<file path="src/inc/headphone_gain_regs.svh">
// Register offsets, field positions, reset values and gain figures
`ifndef HEADPHONE_GAIN_REGS_SVH
`define HEADPHONE_GAIN_REGS_SVH

`define GAIN_REG_INDEX 8'h02
`define MUTE_LEFT_BIT 7
`define MUTE_RIGHT_BIT 6
`define GAIN_RESET 8'hC0
`define MUTED_TENTH_DB 11'sh418
`define STEP_MIN_TENTH_DB 11'sh5AD
`define STEP_MAX_TENTH_DB 11'sh028
`define BYTE_BITS 4'h8
`define RW_READ 1'b1

`endif

</file>
<file path="src/inc/headphone_gain_pkg.sv">
// Types shared by the headphone gain control modules
package headphone_gain_pkg;
   typedef enum logic [2:0] {
      IDLE, RX, ACK, TX, TX_ACK
   } link_state_t;
   typedef enum logic [1:0] {
      PH_ADDR, PH_PTR, PH_DATA
   } byte_phase_t;
   typedef logic signed [10:0] tenth_db_t;
   typedef logic [7:0] byte_t;
endpackage

</file>
<file path="src/inc/gain_if.sv">
// Carries the gain word to the decoder and the per-channel gains back
interface gain_if;
   import headphone_gain_pkg::*;
   byte_t word;
   tenth_db_t gain_ch [2];
   modport ctl (output word, input gain_ch);
   modport dec (input word, output gain_ch);
endinterface

</file>
<file path="src/design/gain_decode.sv">
// Audio taper decode of the gain word into per-channel gain in 0.1 dB
`include "headphone_gain_regs.svh"
module gain_decode (
   gain_if.dec gif
);
   import headphone_gain_pkg::*;

   function automatic tenth_db_t taper(input logic [5:0] step);
      // Plain integers in the table; one sized cast narrows the result
      int t [64];
      t = '{-595, -535, -500, -475, -455, -439, -414, -395,
            -365, -353, -333, -317, -304, -286, -271, -263,
            -247, -237, -225, -217, -205, -196, -188, -178,
            -170, -162, -152, -145, -137, -130, -123, -116,
            -109, -103, -97, -90, -85, -78, -72, -67,
            -61, -56, -51, -45, -41, -35, -31, -26,
            -21, -17, -12, -8, -3, 1, 5, 9,
            14, 17, 21, 25, 29, 33, 36, 40};
      return tenth_db_t'(t[step]);
   endfunction

   wire tenth_db_t step_gain = taper(gif.word[5:0]);
   wire both_muted = &gif.word[`MUTE_LEFT_BIT:`MUTE_RIGHT_BIT];

   genvar c;
   generate
      // Channel 0 is left (bit 7), channel 1 is right (bit 6)
      for (c = 0; c < 2; c++) begin : g_ch
         wire muted = gif.word[`MUTE_LEFT_BIT - c] | both_muted;
         assign gif.gain_ch[c] = muted ? `MUTED_TENTH_DB : step_gain;
      end
   endgenerate
endmodule

</file>
<file path="src/design/headphone_gain_i2c_control.sv">
// I2C target with the gain and mute control word of a headphone amplifier
//
// Overview of operation
// - The six-bit step code selects one of 64 audio taper gains.
// - Both mute bits set gives -100 dB regardless of the step code.
// - Unmuted gain rises with code, -59.5 dB at 0 to 4.0 dB at 63.
// - Address and data travel as 8-bit bytes, most significant bit first.
// - The receiver of each byte acknowledges in the following clock period.
// - SDA falling with SCL high is start; rising with SCL high is stop.
// - SDA data changes only while SCL is low.
// - The target holds SDA low through the acknowledge clock high phase.
// - The target only pulls SDA low or releases it.
// - Any number of data bytes may follow between start and stop.
// - Bit 7 mutes left, bit 6 mutes right, independently.
// - Reset leaves both mutes on and the step code at -59.5 dB.
// - First write byte picks the register, later bytes go to the next ones.
`include "headphone_gain_regs.svh"
module headphone_gain_i2c_control #(
   // Arbitrary value; set to the address strapped for the part
   parameter logic [6:0] TARGET_ADDR = 7'h2A
) (
   input wire logic clock_i,
   input wire logic rst_b_i,
   input wire logic scl_i,
   input wire logic sda_i,
   output logic sda_o,
   output logic sda_oe_o,
   output headphone_gain_pkg::byte_t gain_word_o,
   output logic mute_left_o,
   output logic mute_right_o,
   output headphone_gain_pkg::tenth_db_t gain_left_o,
   output headphone_gain_pkg::tenth_db_t gain_right_o
);
   import headphone_gain_pkg::*;

   logic [1:0] pins_sync;
   logic scl_prev_reg;
   logic sda_prev_reg;
   link_state_t state_reg;
   byte_phase_t phase_reg;
   logic rw_reg;
   logic [3:0] bit_cnt_reg;
   byte_t shift_reg;
   byte_t ptr_reg;
   byte_t gain_reg;
   logic sda_oe_reg;
   logic sda_out_reg;
   tenth_db_t gain_left_reg;
   tenth_db_t gain_right_reg;

   gain_if gif ();

   pin_sync u_sync (
      .clock_i(clock_i),
      .rst_b_i(rst_b_i),
      .pin_i({scl_i, sda_i}),
      .sync_o(pins_sync)
   );

   gain_decode u_decode (
      .gif(gif.dec)
   );

   assign gif.word = gain_reg;

   wire scl_s = pins_sync[1];
   wire sda_s = pins_sync[0];
   wire scl_rise = scl_s & ~scl_prev_reg;
   wire scl_fall = ~scl_s & scl_prev_reg;
   wire scl_held = scl_s & scl_prev_reg;
   wire start_seen = scl_held & sda_prev_reg & ~sda_s;
   wire stop_seen = scl_held & ~sda_prev_reg & sda_s;
   wire byte_done = bit_cnt_reg == `BYTE_BITS;
   wire addr_match = shift_reg[7:1] == TARGET_ADDR;
   wire gain_sel = ptr_reg == `GAIN_REG_INDEX;
   wire byte_t read_byte = gain_sel ? gain_reg : 8'h00;
   wire byte_t ptr_next = ptr_reg + 8'h01;
   wire byte_t shift_next = {shift_reg[6:0], sda_s};
   wire byte_t gain_next = shift_reg;
   wire gain_write = state_reg == RX && scl_fall && byte_done &&
                     phase_reg == PH_DATA && gain_sel;
   wire rx_taken = state_reg == RX && scl_fall && byte_done;

   always_ff @(posedge clock_i or negedge rst_b_i) begin
      if (!rst_b_i) begin
         scl_prev_reg <= 1'b1;
         sda_prev_reg <= 1'b1;
      end else begin
         scl_prev_reg <= scl_s;
         sda_prev_reg <= sda_s;
      end
   end

   // Gain word; only a complete data byte may change it
   always_ff @(posedge clock_i or negedge rst_b_i) begin
      if (!rst_b_i) begin
         gain_reg <= `GAIN_RESET;
      end else if (gain_write) begin
         gain_reg <= gain_next;
      end
   end

   // Output copies, so every top output comes from a flip-flop
   always_ff @(posedge clock_i or negedge rst_b_i) begin
      if (!rst_b_i) begin
         sda_out_reg <= 1'b0;
         gain_left_reg <= `MUTED_TENTH_DB;
         gain_right_reg <= `MUTED_TENTH_DB;
      end else begin
         sda_out_reg <= 1'b0;
         gain_left_reg <= gif.gain_ch[0];
         gain_right_reg <= gif.gain_ch[1];
      end
   end

   always_ff @(posedge clock_i or negedge rst_b_i) begin
      if (!rst_b_i) begin
         state_reg <= IDLE;
         phase_reg <= PH_ADDR;
         rw_reg <= 1'b0;
         bit_cnt_reg <= 4'h0;
         shift_reg <= 8'h00;
         ptr_reg <= 8'h00;
         sda_oe_reg <= 1'b0;
      end else if (start_seen) begin
         // A repeated start keeps the register pointer for a read
         state_reg <= RX;
         phase_reg <= PH_ADDR;
         bit_cnt_reg <= 4'h0;
         sda_oe_reg <= 1'b0;
      end else if (stop_seen) begin
         state_reg <= IDLE;
         sda_oe_reg <= 1'b0;
      end else begin
         unique case (state_reg)
            IDLE: begin
               sda_oe_reg <= 1'b0;
            end
            RX: begin
               if (scl_rise && !byte_done) begin
                  shift_reg <= shift_next;
                  bit_cnt_reg <= bit_cnt_reg + 4'h1;
               end else if (rx_taken) begin
                  bit_cnt_reg <= 4'h0;
                  unique case (phase_reg)
                     PH_ADDR: begin
                        if (addr_match) begin
                           rw_reg <= shift_reg[0];
                           phase_reg <= shift_reg[0] ? PH_DATA : PH_PTR;
                           state_reg <= ACK;
                           sda_oe_reg <= 1'b1;
                        end else begin
                           state_reg <= IDLE;
                        end
                     end
                     PH_PTR: begin
                        ptr_reg <= shift_reg;
                        phase_reg <= PH_DATA;
                        state_reg <= ACK;
                        sda_oe_reg <= 1'b1;
                     end
                     default: begin
                        ptr_reg <= ptr_next;
                        state_reg <= ACK;
                        sda_oe_reg <= 1'b1;
                     end
                  endcase
               end
            end
            ACK: begin
               // Released on the falling edge, so SCL high sees it held
               if (scl_fall) begin
                  if (rw_reg == `RW_READ) begin
                     state_reg <= TX;
                     shift_reg <= read_byte;
                     sda_oe_reg <= ~read_byte[7];
                     bit_cnt_reg <= 4'h1;
                  end else begin
                     state_reg <= RX;
                     sda_oe_reg <= 1'b0;
                  end
               end
            end
            TX: begin
               if (scl_fall) begin
                  if (byte_done) begin
                     state_reg <= TX_ACK;
                     sda_oe_reg <= 1'b0;
                     ptr_reg <= ptr_next;
                  end else begin
                     shift_reg <= {shift_reg[6:0], 1'b0};
                     sda_oe_reg <= ~shift_reg[6];
                     bit_cnt_reg <= bit_cnt_reg + 4'h1;
                  end
               end
            end
            TX_ACK: begin
               // Controller not-acknowledge ends the read
               if (scl_rise && sda_s) begin
                  state_reg <= IDLE;
               end else if (scl_fall) begin
                  state_reg <= TX;
                  shift_reg <= read_byte;
                  sda_oe_reg <= ~read_byte[7];
                  bit_cnt_reg <= 4'h1;
               end
            end
         endcase
      end
   end

   assign sda_o = sda_out_reg;
   assign sda_oe_o = sda_oe_reg;
   assign gain_word_o = gain_reg;
   assign mute_left_o = gain_reg[`MUTE_LEFT_BIT];
   assign mute_right_o = gain_reg[`MUTE_RIGHT_BIT];
   assign gain_left_o = gain_left_reg;
   assign gain_right_o = gain_right_reg;

   a_ack_held_high: assert property (@(posedge clock_i)
      disable iff (!rst_b_i)
      (state_reg == ACK && scl_s) |-> sda_oe_reg)
      else $error("ack released during SCL high");

   a_sda_released: assert property (@(posedge clock_i)
      disable iff (!rst_b_i)
      sda_oe_reg |-> (state_reg == ACK || state_reg == TX))
      else $error("SDA driven outside ack or read data");

   a_sda_stable_high: assert property (@(posedge clock_i)
      disable iff (!rst_b_i)
      (scl_held && !start_seen && !stop_seen) |=> $stable(sda_oe_reg))
      else $error("SDA drive changed while SCL high");

   a_start_restarts: assert property (@(posedge clock_i)
      disable iff (!rst_b_i)
      start_seen |=> (state_reg == RX && bit_cnt_reg == 4'h0 &&
                      phase_reg == PH_ADDR))
      else $error("start did not restart address reception");

   a_stop_idles: assert property (@(posedge clock_i)
      disable iff (!rst_b_i)
      stop_seen |=> (state_reg == IDLE && !sda_oe_reg))
      else $error("stop did not idle the target");

   a_ack_follows: assert property (@(posedge clock_i)
      disable iff (!rst_b_i)
      (rx_taken && phase_reg != PH_ADDR) |=> (state_reg == ACK && sda_oe_o)
      ##1 (state_reg == ACK))
      else $error("received byte not acknowledged");

   a_gain_only_bytes: assert property (@(posedge clock_i)
      disable iff (!rst_b_i)
      $changed(gain_reg) |-> $past(gain_write))
      else $error("gain word changed without a full data byte");

   a_both_mute: assert property (@(posedge clock_i)
      disable iff (!rst_b_i)
      (&gain_reg[7:6]) |=> (gain_left_o == `MUTED_TENTH_DB &&
                            gain_right_o == `MUTED_TENTH_DB))
      else $error("both mutes did not give muted gain");

   a_one_mute_only: assert property (@(posedge clock_i)
      disable iff (!rst_b_i)
      (gain_reg[7:6] == 2'b10 && $stable(gain_reg)) |=>
      (gain_left_o == `MUTED_TENTH_DB &&
       gain_right_o != `MUTED_TENTH_DB))
      else $error("left mute not independent");

   a_taper_top: assert property (@(posedge clock_i)
      disable iff (!rst_b_i)
      (gain_reg == 8'h3F) |=> (gain_left_o == `STEP_MAX_TENTH_DB))
      else $error("taper top step wrong");

   a_taper_bottom: assert property (@(posedge clock_i)
      disable iff (!rst_b_i)
      (gain_reg == 8'h00) |=> (gain_right_o == `STEP_MIN_TENTH_DB))
      else $error("taper bottom step wrong");

   a_right_mute_only: assert property (@(posedge clock_i)
      disable iff (!rst_b_i)
      (gain_reg[7:6] == 2'b01 && $stable(gain_reg)) |=>
      (gain_right_o == `MUTED_TENTH_DB &&
       gain_left_o != `MUTED_TENTH_DB))
      else $error("right mute not independent");

   a_addr_acked: assert property (@(posedge clock_i)
      disable iff (!rst_b_i)
      (rx_taken && phase_reg == PH_ADDR && addr_match) |=>
      (state_reg == ACK && sda_oe_o))
      else $error("own address not acknowledged");

   a_foreign_ignored: assert property (@(posedge clock_i)
      disable iff (!rst_b_i)
      (rx_taken && phase_reg == PH_ADDR && !addr_match) |=>
      (state_reg == IDLE && !sda_oe_o))
      else $error("foreign address not ignored");

   a_sda_only_low: assert property (@(posedge clock_i)
      disable iff (!rst_b_i)
      !sda_o)
      else $error("SDA data driven high");

   a_ptr_advances: assert property (@(posedge clock_i)
      disable iff (!rst_b_i)
      (rx_taken && phase_reg == PH_DATA) |=>
      (ptr_reg == $past(ptr_reg) + 8'h01))
      else $error("register pointer did not advance");

   a_bit_count_max: assert property (@(posedge clock_i)
      disable iff (!rst_b_i)
      bit_cnt_reg <= `BYTE_BITS)
      else $error("bit counter ran past a byte");
endmodule

</file>
<file path="src/design/pin_sync.sv">
// Two-stage synchroniser for the bus pins
module pin_sync (
   input wire logic clock_i,
   input wire logic rst_b_i,
   input wire logic [1:0] pin_i,
   output logic [1:0] sync_o
);
   genvar g;
   generate
      for (g = 0; g < 2; g++) begin : g_bit
         logic meta_reg;
         logic stable_reg;
         // Idle bus level is high, so reset to high to avoid a false start
         always_ff @(posedge clock_i or negedge rst_b_i) begin
            if (!rst_b_i) begin
               meta_reg <= 1'b1;
               stable_reg <= 1'b1;
            end else begin
               meta_reg <= pin_i[g];
               stable_reg <= meta_reg;
            end
         end
         assign sync_o[g] = stable_reg;
      end
   endgenerate
endmodule

</file>
<file path="config.mk">
export PLATFORM = sky130hd
export DESIGN_NAME = headphone_gain_i2c_control
export DESIGN_NICKNAME = d
export VERILOG_FILES = /design/src/inc/headphone_gain_pkg.sv /design/src/inc/gain_if.sv /design/src/design/gain_decode.sv /design/src/design/headphone_gain_i2c_control.sv /design/src/design/pin_sync.sv
export VERILOG_INCLUDE_DIRS = /design/src /design/src/inc
export SDC_FILE = /design/constraint.sdc
export NUM_CORES = 1
export LEC_CHECK = 0
export ABC_AREA = 1
export BUFFER_PORTS_ARGS = -buffer_cell sky130_fd_sc_hd__buf_2
export CELL_PAD_IN_SITES_DETAIL_PLACEMENT = 1
export CELL_PAD_IN_SITES_GLOBAL_PLACEMENT = 2
export CORE_MARGIN = 2
export CORE_UTILIZATION = 32
export CTS_BUF_LIST = sky130_fd_sc_hd__clkbuf_4
export DETAILED_ROUTE_END_ITERATION = 10
export PLACE_DENSITY_LB_ADDON = 0.1
export SYNTH_ARGS = -nofsm -noshare
export SYNTH_HDL_FRONTEND = slang
export SYNTH_SLANG_ARGS = --single-unit
</file>
<file path="constraint.sdc">
create_clock -name clock_i -period 1.8 [get_ports clock_i]
set_input_delay 0.36 -clock clock_i [delete_from_list [all_inputs] [get_ports clock_i]]
set_output_delay 0.36 -clock clock_i [all_outputs]
set_load 0.01 [all_outputs]
</file>
==> metrics.md, run 1 <==
| Metric | Value |
|---|---|
| Maximum vdd drop | between 0.0007 and 0.0008 V |
| Clock sinks | 63 |
| Final std cells w/o fill | approximately 850 |
| Post-synth cell types | between 40 and 50 |
| Psw | between 2000 and 3000 uW |
| IO Count | 38 |
| Num CTS Buffers | 9 |
| ANT nets after route | 0 |
| Post-DP HPWL | 10100 um |
| Post-Synthesis Cell Area | around 0.0043 mm^2 |
| WL per Instance | 15.5 um |
| Switching Fraction | ~44% |
| Worst Reg-to-Reg Cells | 10 |
| CP Launch Type | register |
| Post-synthesis sequential area ratio | a little under two fifths |
| Vias in the first global route | about 4.2k |
| Clock skew | roughly 13 ps |
| F_max | ~0.59 GHz |
| First-pass GRT wire length | between 20000 and 25000 um |
| Area of the core | 0.0131 mm^2 |
| Final setup viols | 0 |
| Crit-path max FO | 8 |
| CP endpoint kind | register |
| Vias | just over 4k |
| Vias per cell | between 4 and 5 |
| Yosys warns | 0 |
| Cell row count | 42 |
| Drt initial violations | 221 |
| Hold crit path type | reg -> reg |
| Clock power share | around a fifth |
| Largest net degree at the start of global routing | 64 |
| Hold path cells | 0 |
| Internal | ~3400 uW |
| Final Max Slew Viols | 0 |
| Leakage | about 0.0026 uW |
| Finished layout cell area | about 0.0053 mm^2 |
| Critical Path Most Common Cell | nand2_1 |
| Placed Cells | about 820 |
| CTS Buffer Depth | 2 |
| Area grow syn2layout | 22.8% |
| Clk_lat worst skew | around 440 ps |
| DIE WIDTH | approximately 120 um |
| Period utilization | approximately 94% |
| Mean Syn Cell Area | 7.17 um^2 |
| CP max stage cell | dfrtp_1 |
| Number of max-cap violations | 0 |
| Die ar. | ~0.014 mm^2 |
| # H-tree levels | 3 |
| Final Wtd Congestion | between 0.8 and 0.9 |
| Initial Util | 32.6% |
| CP Cell Sequence | inv_1 > ha_4 > nand2_2 > nor2_4 > nand2_1 > nand2_2 > nor3_4 > nand2_4 > nand2_1 > nand2_1 |
| Syn_nets | between 600 and 700 |
| Gr usage total | about 20% |
| Die Span Y | ~120 um |
| FF+latch count, synth | 63 |
| Final Hold Fails | 0 |
| Register share of total power | between 30% and 40% |
| CTS tree | done |
| Share of layout cells above drive strength 1 | 25.5% |
| Drt total wl | between 10000 and 15000 um |
| Clock slew at reported path FFs | between 100 and 150 ps |
| Area after DPL | between 0.004 and 0.005 mm^2 |
| Syn Inst Count | around 600 |
| CP required | between 2000 and 2500 ps |
| Diodes inserted | 0 |
| Outcome | completed |
| Final #Nets | 692 |
| Critical path type | reg -> reg |
| Critical path arrival | 2010 ps |
| Critical Path Max Stage Delay | ~420 ps |
| Fillcell total | roughly 1.7k |
| I/O Buffers | 36 |
| Total gr overflow | 0 |
| Pwr dens | 1150 mW/mm^2 |
| TritonRoute pass-1 iters | 4 |
| Combinational share of power | between 40% and 50% |
| Final min period | between 1500 and 2000 ps |
| Initial antenna violation count | 0 |
| Root Driver | clkbuf_4 |
| Drc violations | 0 |
[layer usage]
metal  up-vias  part of all wire [%]  GRT usage (%)
li1       2074                     -              -
met1      1998                    45           24.6
met2        65                    50           33.1
met3        16                   2.8           3.75
met4         0                   1.8           7.28
met5         -                     0              0
[cells in the mapped netlist (all sizes together)]
cell    number  share of area, %
a22oi        1              0.18
o22ai        1              0.15
and2         1              0.15
nand4       10               1.8
nor2        75               8.7
nand2      182                17
dfstp       14               8.6
inv         60               5.3
dfrtp       49                29
o21ai       57               7.2
clkbuf       8              0.70
nor3         6              0.97
a21oi       18               2.4
nand3b       4              0.70
clkinv       2              0.18
xor2         3              0.61
o31ai        1              0.18
buf         11               1.6
a41oi        1              0.20
o211ai       4              0.70
o21a         1              0.18
conb         1             0.088
or2          1              0.15
ha          18               5.3
xnor2        1              0.20
nand3       67               8.2
[area by class of cell]
| class | count | area (um^2) | share of cell area [%] |
|---|---|---|---|
| repair buffers | 80 | 559 | 10.7 |
| well taps | 176 | 220 | 4.19 |
| inverters | 62 | 233 | 4.43 |
| clock inverters | 6 | 110 | 2.10 |
| clock buffers | 10 | 75.1 | 1.43 |
| flip-flops and latches | 63 | 1600 | 30.4 |
| multi-input cells | 454 | 2460 | 46.8 |
[worst paths after layout]
kind / from / end / slack, ps
setup / recovery: bit_cnt_reg[1] / gain_next[5] / 120
hold / removal: u_sync.g_bit[0].meta_reg / u_sync.g_bit[0].stable_reg / 360
setup reg to reg: bit_cnt_reg[1] / gain_next[5] / 120
hold reg to reg: u_sync.g_bit[0].meta_reg / u_sync.g_bit[0].stable_reg / 360
max in group asynchronous: rst_b_i / u_sync.g_bit[1].stable_reg / 1010
min in group asynchronous: rst_b_i / gain_right_o[0] / 460
[critical path, delay by kind of cell, from the launching register on]
kind / cells / cell delay (ps)
fa+ha+maj: 1 / 170
buf+inv: 1 / 90
flops: 1 / 420
simple gates: 8 / 900
[what timing repair did]
| item | in CTS | in global routing |
|---|---|---|
| gates cloned | 1 | 0 |
| resized for setup | 4 | 28 |
| setup buffers | 1 | 9 |
| hold buffers | 3 | 0 |
| endpoints found under the hold margin | 51 | 0 |
| pin swaps | 2 | 8 |
| endpoints found under the setup margin | 25 | 46 |
[metrics by stage]
stage	setup WS [ps]	power (uW)	setup TNS, ps	utilization [%]	hold WS (ps)
3_5_place_dp	-52.0	4600	-482	36.9	347
3_3_place_gp	-6.38	4560	-14.6	36.9	347
2_1_floorplan	26.9	3810	0	-	64.4
6_report	115	6050	0	40.0	362
5_1_grt	-8.47	6570	-10.3	40.0	373
4_1_cts	0.302	5950	0	38.8	365
[placed cells by master (no fill, tap or decap), types with 2 or more instances in the layout]
cell and instances:
nor2_2 9, dfstp_2 14, dfrtp_2 3, buf_2 36
nor2_8 2, buf_12 3, nand3_2 5, o211ai_1 4
o21ai_2 7, nand3b_1 4, clkinv_1 3, dfrtp_1 46
dlygate4sd3_1 3, nor2_4 8, a21oi_1 16, bufinv_16 3
nand2_1 167, xor2_1 3, nor3_1 4, clkbuf_4 10
inv_2 8, nand4_1 9, inv_1 52, nor2_1 56
o21ai_0 39, o21ai_1 11, nand4_4 2, nand2_4 5
nand3_1 62, nand2_2 10, buf_4 37, ha_1 16
[power by group through the flow]
stage	Combinational [uW]	Sequential, uW	Clock (uW)
floorplan	1930	1880	0
global placement	2590	1970	0
detailed placement	2630	1970	0
CTS	2660	1960	1330
global route	3180	2020	1380
finish	2800	1980	1280
[logic make-up after synthesis]
kind of cell | synth area share [%]
AND/OR/NAND/NOR | 37.7
AO/OA/AOI/OAI | 11.1
buffers and inverters | 7.75
flip-flops | 37.3
adder cells (fa/ha/maj) | 5.26
XOR/XNOR | 0.819
other | 0.0877
Power figures use the tool's default switching activity.
==> run 2, diff against run 1 <==
Settings changed: CORE_UTILIZATION 32 to 35, REMOVE_ABC_BUFFERS set to 1.
Clock period 1.8 ns to 1.9 ns, I/O delays scaled along.
==> run 2 against run 1 <==
Final cell count decreased by 3.6%. Sequential share of layout area increased by 1.1 points. Global-route usage increased by 2.8 points. Critical path type unchanged. Critical endpoint is now rw_reg.
==> metrics.md, run 2 (same netlist as run 1, synthesis figures left out) <==
| Metric | Value |
|---|---|
| Outcome | completed |
| FF-to-FF setup slack | around 110 ps |
| Final Hold Fails | 0 |
| First-pass GRT wire length | between 20000 and 25000 um |
| Clk_lat worst skew | 440 ps |
| Critical Path Most Common Cell | nand2_1 |
| F_max | between 0.5 and 0.6 GHz |
| Worst-margin pin slew | 545 ps |
| CP required | 2220 ps |
| Initial Util | 35.8% |
| Critical path type | reg -> reg |
| Final Wtd Congestion | roughly 0.92 |
| # H-tree levels | 3 |
| CP Launch Type | register |
| Worst hold margin | 365 ps |
| Num CTS Buffers | 9 |
| Number of max-cap violations | 0 |
| Most frequent cells in the layout | nand2_1 (168), nand3_1 (63), nor2_1 (61) |
| Clock slew at reported path FFs | ~120 ps |
| IO Count | 38 |
| Period utilization | ~94% |
| Vias in the first global route | about 4.3k |
| Die ar. | ~0.013 mm^2 |
| Final Max Slew Viols | 0 |
| DIE WIDTH | 115 um |
| Leakage | 0.00255 uW |
| Root Driver | clkbuf_4 |
| Commonest non-fill, non-tap cell in the layout | nand2_1 |
| I/O Buffers | 36 |
| Hold crit path type | reg -> reg |
| Share of layout cells above drive strength 1 | 23.2% |
| Clock sinks | 63 |
| Max_slew headroom | between 60% and 70% |
| Area grow syn2layout | 18.4% |
| TritonRoute pass-1 iters | 4 |
| Pwr dens | 1060 mW/mm^2 |
| WL per Instance | roughly 17 um |
| CP endpoint kind | register |
| Final setup viols | 0 |
| Drt total wl | 14200 um |
| Clock skew | roughly 19 ps |
| Vias | between 4k and 5k |
| Initial antenna violation count | 0 |
| Vias per cell | 5.14 |
| Die Span Y | 115 um |
| CTS Buffer Depth | 2 |
| Largest net degree at the start of global routing | 25 |
| Cell row count | 40 |
| Drt initial violations | 184 |
| Crit-path max FO | 4 |
| CP max stage cell | dfrtp_1 |
| Critical Path Max Stage Delay | between 400 and 500 ps |
| Drc violations | 0 |
| Final min period | approximately 1800 ps |
| Final #Nets | just under 700 |
| Diodes inserted | 0 |
| Area of the core | ~0.012 mm^2 |
| Gr usage total | around 22% |
| Critical path arrival | between 2000 and 2500 ps |
| CTS tree | done |
| Maximum vdd drop | approximately 0.00057 V |
| CP Cell Sequence | inv_1 > ha_1 > nand2_1 > nor2_2 > nand2_2 > nor2_4 > buf_4 > nand3_1 > nand2_1 > nand2_1 |
| Total gr overflow | 0 |
| Final setup TNS | 0 ps |
| ANT nets after route | 0 |
| Post-DP HPWL | 10800 um |
run 2: cell types whose count changed in the layout (fill, tap and decap cells not counted), sizes merged:
cell,delta
clkinvlp,+3
nand2,+1
buf,-3
bufinv,-3
run 2: cell type report:
cell class | count | area, um^2
Clock inverter | 6 | 38.8
Timing Repair Buffer | 77 | 533
Multi-Input combinational cell | 455 | 2410
Fill cell | 1534 | 6900
Inverter | 62 | 233
Tap cell | 147 | 184
Clock buffer | 10 | 75.1
Sequential cell | 63 | 1600
run 2: critical path, delay by kind of cell, from the launching register on:
| family | cells | cell delay [ps] |
|---|---|---|
| DFF | 1 | 440 |
| buffers and inverters | 2 | 230 |
| and+or+nand+nor | 7 | 800 |
| adders and majority gates | 1 | 180 |
run 2: worst paths after layout:
| check | from | end | cells past startpoint |
|---|---|---|---|
| worst max-delay path | bit_cnt_reg[1] | rw_reg | 10 |
| worst min-delay path | u_sync.g_bit[0].meta_reg | u_sync.g_bit[0].stable_reg | 0 |
| worst max register to register | bit_cnt_reg[1] | rw_reg | 10 |
| worst min register to register | u_sync.g_bit[0].meta_reg | u_sync.g_bit[0].stable_reg | 0 |
| max in group asynchronous | rst_b_i | u_sync.g_bit[1].meta_reg | 3 |
| min in group asynchronous | rst_b_i | gain_right_o[0] | 2 |
run 2: what timing repair did:
item / 4_1_cts / 5_1_grt
resized for setup: 0 / 10
setup endpoints to repair: 0 / 37
endpoints found under the hold margin: 15 / 0
buffers inserted: 0 / 5
hold buffers: 3 / 0
run 2: metrics by stage:
stage / area, um^2 / util [%] / instances / power [uW] / setup WS, ps
after global routing: 5060 / 42.3 / 820 / 5880 / -9.33
after detailed placement: 4820 / 40.3 / 794 / 4330 / 50.8
final: 5060 / 42.3 / 820 / 5390 / 113
after floorplan: 4180 / - / 578 / 3560 / -72.6
after global placement: 4820 / 40.3 / 794 / 4240 / 70.8
after CTS: 4960 / 41.5 / 813 / 5210 / 21.0
run 2: power breakdown:
part           internal [uW]  total (uW)  switching, uW
Combinational            917        2730           1810
Clock                    275         830            555
Sequential              1560        1830            265
run 2: metal layers:
layer | global-route usage (%) | wire length, um | vias to the layer above | share of wire (%)
met5 | 0 | 0 | - | 0
met4 | 9.19 | 408 | 0 | 2.9
met3 | 4.82 | 536 | 24 | 3.8
met2 | 38.3 | 7020 | 85 | 49
met1 | 27.0 | 6270 | 2027 | 44
li1 | - | - | 2076 | -
==> run 3, diff against run 2 <==
--- a/config.mk
+++ b/config.mk
@@ -20,2 +20,3 @@
 export SYNTH_HDL_FRONTEND = slang
+export SYNTH_HIERARCHICAL = 1
 export SYNTH_SLANG_ARGS = --single-unit
==> constraint.sdc (replaced) <==
create_clock -name clock_i -period 1.9 [get_ports clock_i]
set_input_delay 0.285 -clock clock_i [delete_from_list [all_inputs] [get_ports clock_i]]
set_output_delay 0.285 -clock clock_i [all_outputs]
set_load 0.01 [all_outputs]
==> run 3 against run 2 <==
Critical path type is now reg -> out. Count of clock-buffer cells in the layout unchanged. Non-clock buffer count decreased by 20. Final cell count decreased by 2.7%. Combinational power down 71%. Flip-flop and latch count stayed put. Clock skew down 3.7 ps. Register-to-register slack better by 40 ps. Power decreased by 38%.
==> metrics.md, run 3 <==
| Metric | Value |
|---|---|
| Outcome | completed |
| Final #Nets | about 670 |
| Drc violations | 0 |
| Drt initial violations | roughly 250 |
| CP max stage cell | dfrtp_1 |
| Final min period | between 1500 and 2000 ps |
| Critical Path Max Stage Delay | about 700 ps |
| Final setup viols | 0 |
| IO Count | 38 |
| Yosys warns | 6 |
| Ys flop type | dfrtp_1 |
| CP endpoint kind | output port |
| CP Launch Type | register |
| First-pass GRT wire length | around 22000 um |
| Post-CTS Setup Inserts | 0 |
| Post-synthesis sequential area ratio | a little under two fifths |
| Root Driver | clkbuf_4 |
| Vias per cell | ~5.1 |
| Async set or reset register ratio after synthesis | 100% |
| Post-synth cell types | 37 |
| Post-synth top area cell | dfrtp_1 |
| Clock sinks | 63 |
| Gr usage total | 21.7% |
| DIE WIDTH | 114 um |
| Final WS setup | roughly 130 ps |
| FF+latch count, synth | 63 |
| CTS Buffer Depth | 2 |
| ANT nets after route | 0 |
| Post-Synthesis Cell Area | 0.00426 mm^2 |
| I/O Buffers | 36 |
| Worst-margin pin slew | 543 ps |
| Number of max-cap violations | 0 |
| Top post-synthesis cells by area | dfrtp_1 (29%), nand2_1 (16%), dfstp_2 (8.6%), nand3_1 (8.3%), ha_1 (5.6%) |
| Post-synth EDFFs | 0 |
| Final Wtd Congestion | between 0.8 and 0.9 |
| Maximum vdd drop | 0.000304 V |
| Final Hold Fails | 0 |
| Vias | ~4k |
| Cell row count | 40 |
| Post-synth top area share | 28.8% |
| Total gr overflow | 0 |
| Fillcell total | 1548 |
| Most frequent cells in the layout | nand2_1 (183), nand3_1 (71), inv_1 (57) |
| CTS tree | done |
| Largest net degree at the start of global routing | 64 |
| Final setup TNS | 0 ps |
| Clock slew at reported path FFs | around 100 ps |
| Most frequent cells after synthesis | nand2_1 (184), nand3_1 (71), inv_1 (59), nor2_1 (51), dfrtp_1 (49) |
| Clock skew | around 16 ps |
| Worst hold margin | around 360 ps |
| Area grow syn2layout | 13.8% |
| F_max | 0.565 GHz |
| Num CTS Buffers | 9 |
| Period utilization | a little over 90% |
| Mean Syn Cell Area | 7.17 um^2 |
| Critical path type | reg -> out |
| Place WS | approximately 110 ps |
| Drt total wl | approximately 13000 um |
| Max_slew headroom | 63.8% |
| Die Span Y | 114 um |
| CP required | roughly 1600 ps |
| Pwr dens | between 600 and 700 mW/mm^2 |
| WL per Instance | roughly 17 um |
| Critical path arrival | roughly 1500 ps |
| Crit-path max FO | 12 |
| Die ar. | roughly 0.013 mm^2 |
| Post-DP HPWL | 9810 um |
| Commonest non-fill, non-tap cell in the layout | nand2_1 |
| Initial antenna violation count | 1 |
| Top-count cell post-synth | nand2_1 |
| Clk_lat worst skew | about 440 ps |
| Hold crit path type | reg -> reg |
| Initial Util | a little over a third |
| CP Cell Sequence | buf_4 > buf_2 |
| Unrepaired setup endpoints after global routing | no |
| Leakage | roughly 0.0025 uW |
| Area of the core | around 0.012 mm^2 |
| TritonRoute pass-1 iters | 5 |
| Share of layout cells above drive strength 1 | 21.7% |
| Final Max Slew Viols | 0 |
| # H-tree levels | 3 |
| Vias in the first global route | approximately 4.1k |
| Syn Inst Count | around 590 |
## run 3: cell types whose count changed in the layout (fill, tap and decap cells not counted), sizes merged, moves of 7 or more
cell / delta
inv: +11
nor2: -16
o21ai: -14
buf: -20
nand3: +8
a21oi: +7
nand2: +13
## run 3: logic make-up (layout without fill, tap and decap cells)
group | after synthesis | in the layout | synth area share (%)
buffers and inverters | 88 | 144 | 9.26
XOR/XNOR | 4 | 4 | 0.823
AND/OR/NAND/NOR | 346 | 346 | 36.8
flip-flops | 63 | 63 | 37.4
AO/OA/AOI/OAI | 73 | 73 | 9.99
other | 1 | 2 | 0.0881
adder cells (fa/ha/maj) | 19 | 19 | 5.58
## run 3: timing repair
action,4_1_cts,5_1_grt
hold endpoints to repair,51,0
hold buffers,3,0
endpoints found under the setup margin,0,12
resized for setup,0,7
## run 3: critical path, delay by kind of cell, from the launching register on
kind	cells	cell delay, ps
flip-flops	1	700
buffers and inverters	2	360
## run 3: final cells by class
type | count | area (um^2) | area share (%)
Sequential cell | 63 | 1600 | 32.9
Tap cell | 147 | 184 | 3.80
Clock buffer | 10 | 75.1 | 1.55
Inverter | 71 | 274 | 5.66
Clock inverter | 6 | 61.3 | 1.27
Timing Repair Buffer | 57 | 370 | 7.65
Antenna cell | 1 | 2.50 | 0.0517
Multi-Input combinational cell | 443 | 2280 | 47.1
## run 3: path summary, 6_finish.rpt
kind,from,end,slack [ps],cells past startpoint
max reg2reg,u_sync/g_bit[1].stable_reg,state_reg[2],150,11
min reg2reg,u_sync/g_bit[1].meta_reg,u_sync/g_bit[1].stable_reg,360,0
min,u_sync/g_bit[1].meta_reg,u_sync/g_bit[1].stable_reg,360,0
max in group asynchronous,rst_b_i,u_sync/g_bit[1].meta_reg,1160,3
max,gain_word_o[5],gain_word_o[5],130,2
min in group asynchronous,rst_b_i,gain_right_o[1],370,3
## run 3: power breakdown
| group | switching [uW] | total (uW) | leakage (uW) | internal [uW] |
|---|---|---|---|---|
| sequential | 142 | 1610 | 0.000767 | 1460 |
| clock | 548 | 956 | 0.0000661 | 408 |
| combinational | 536 | 792 | 0.00162 | 255 |
## run 3: metal layers
metal,GRT usage (%),share of wire (%)
met1,32.0,52
met2,33.0,43
met3,3.07,3.8
met4,6.75,1.4
met5,0,0
## run 3: through the flow
stage,std cells,instance area [um^2],total power (uW),utilization [%]
final,798,4840,3350,40.5
after global routing,798,4840,3580,40.5
after CTS,797,4830,3390,40.4
after detailed placement,778,4660,2420,39.0
after global placement,778,4660,2390,39.0
after floorplan,577,4140,2150,-
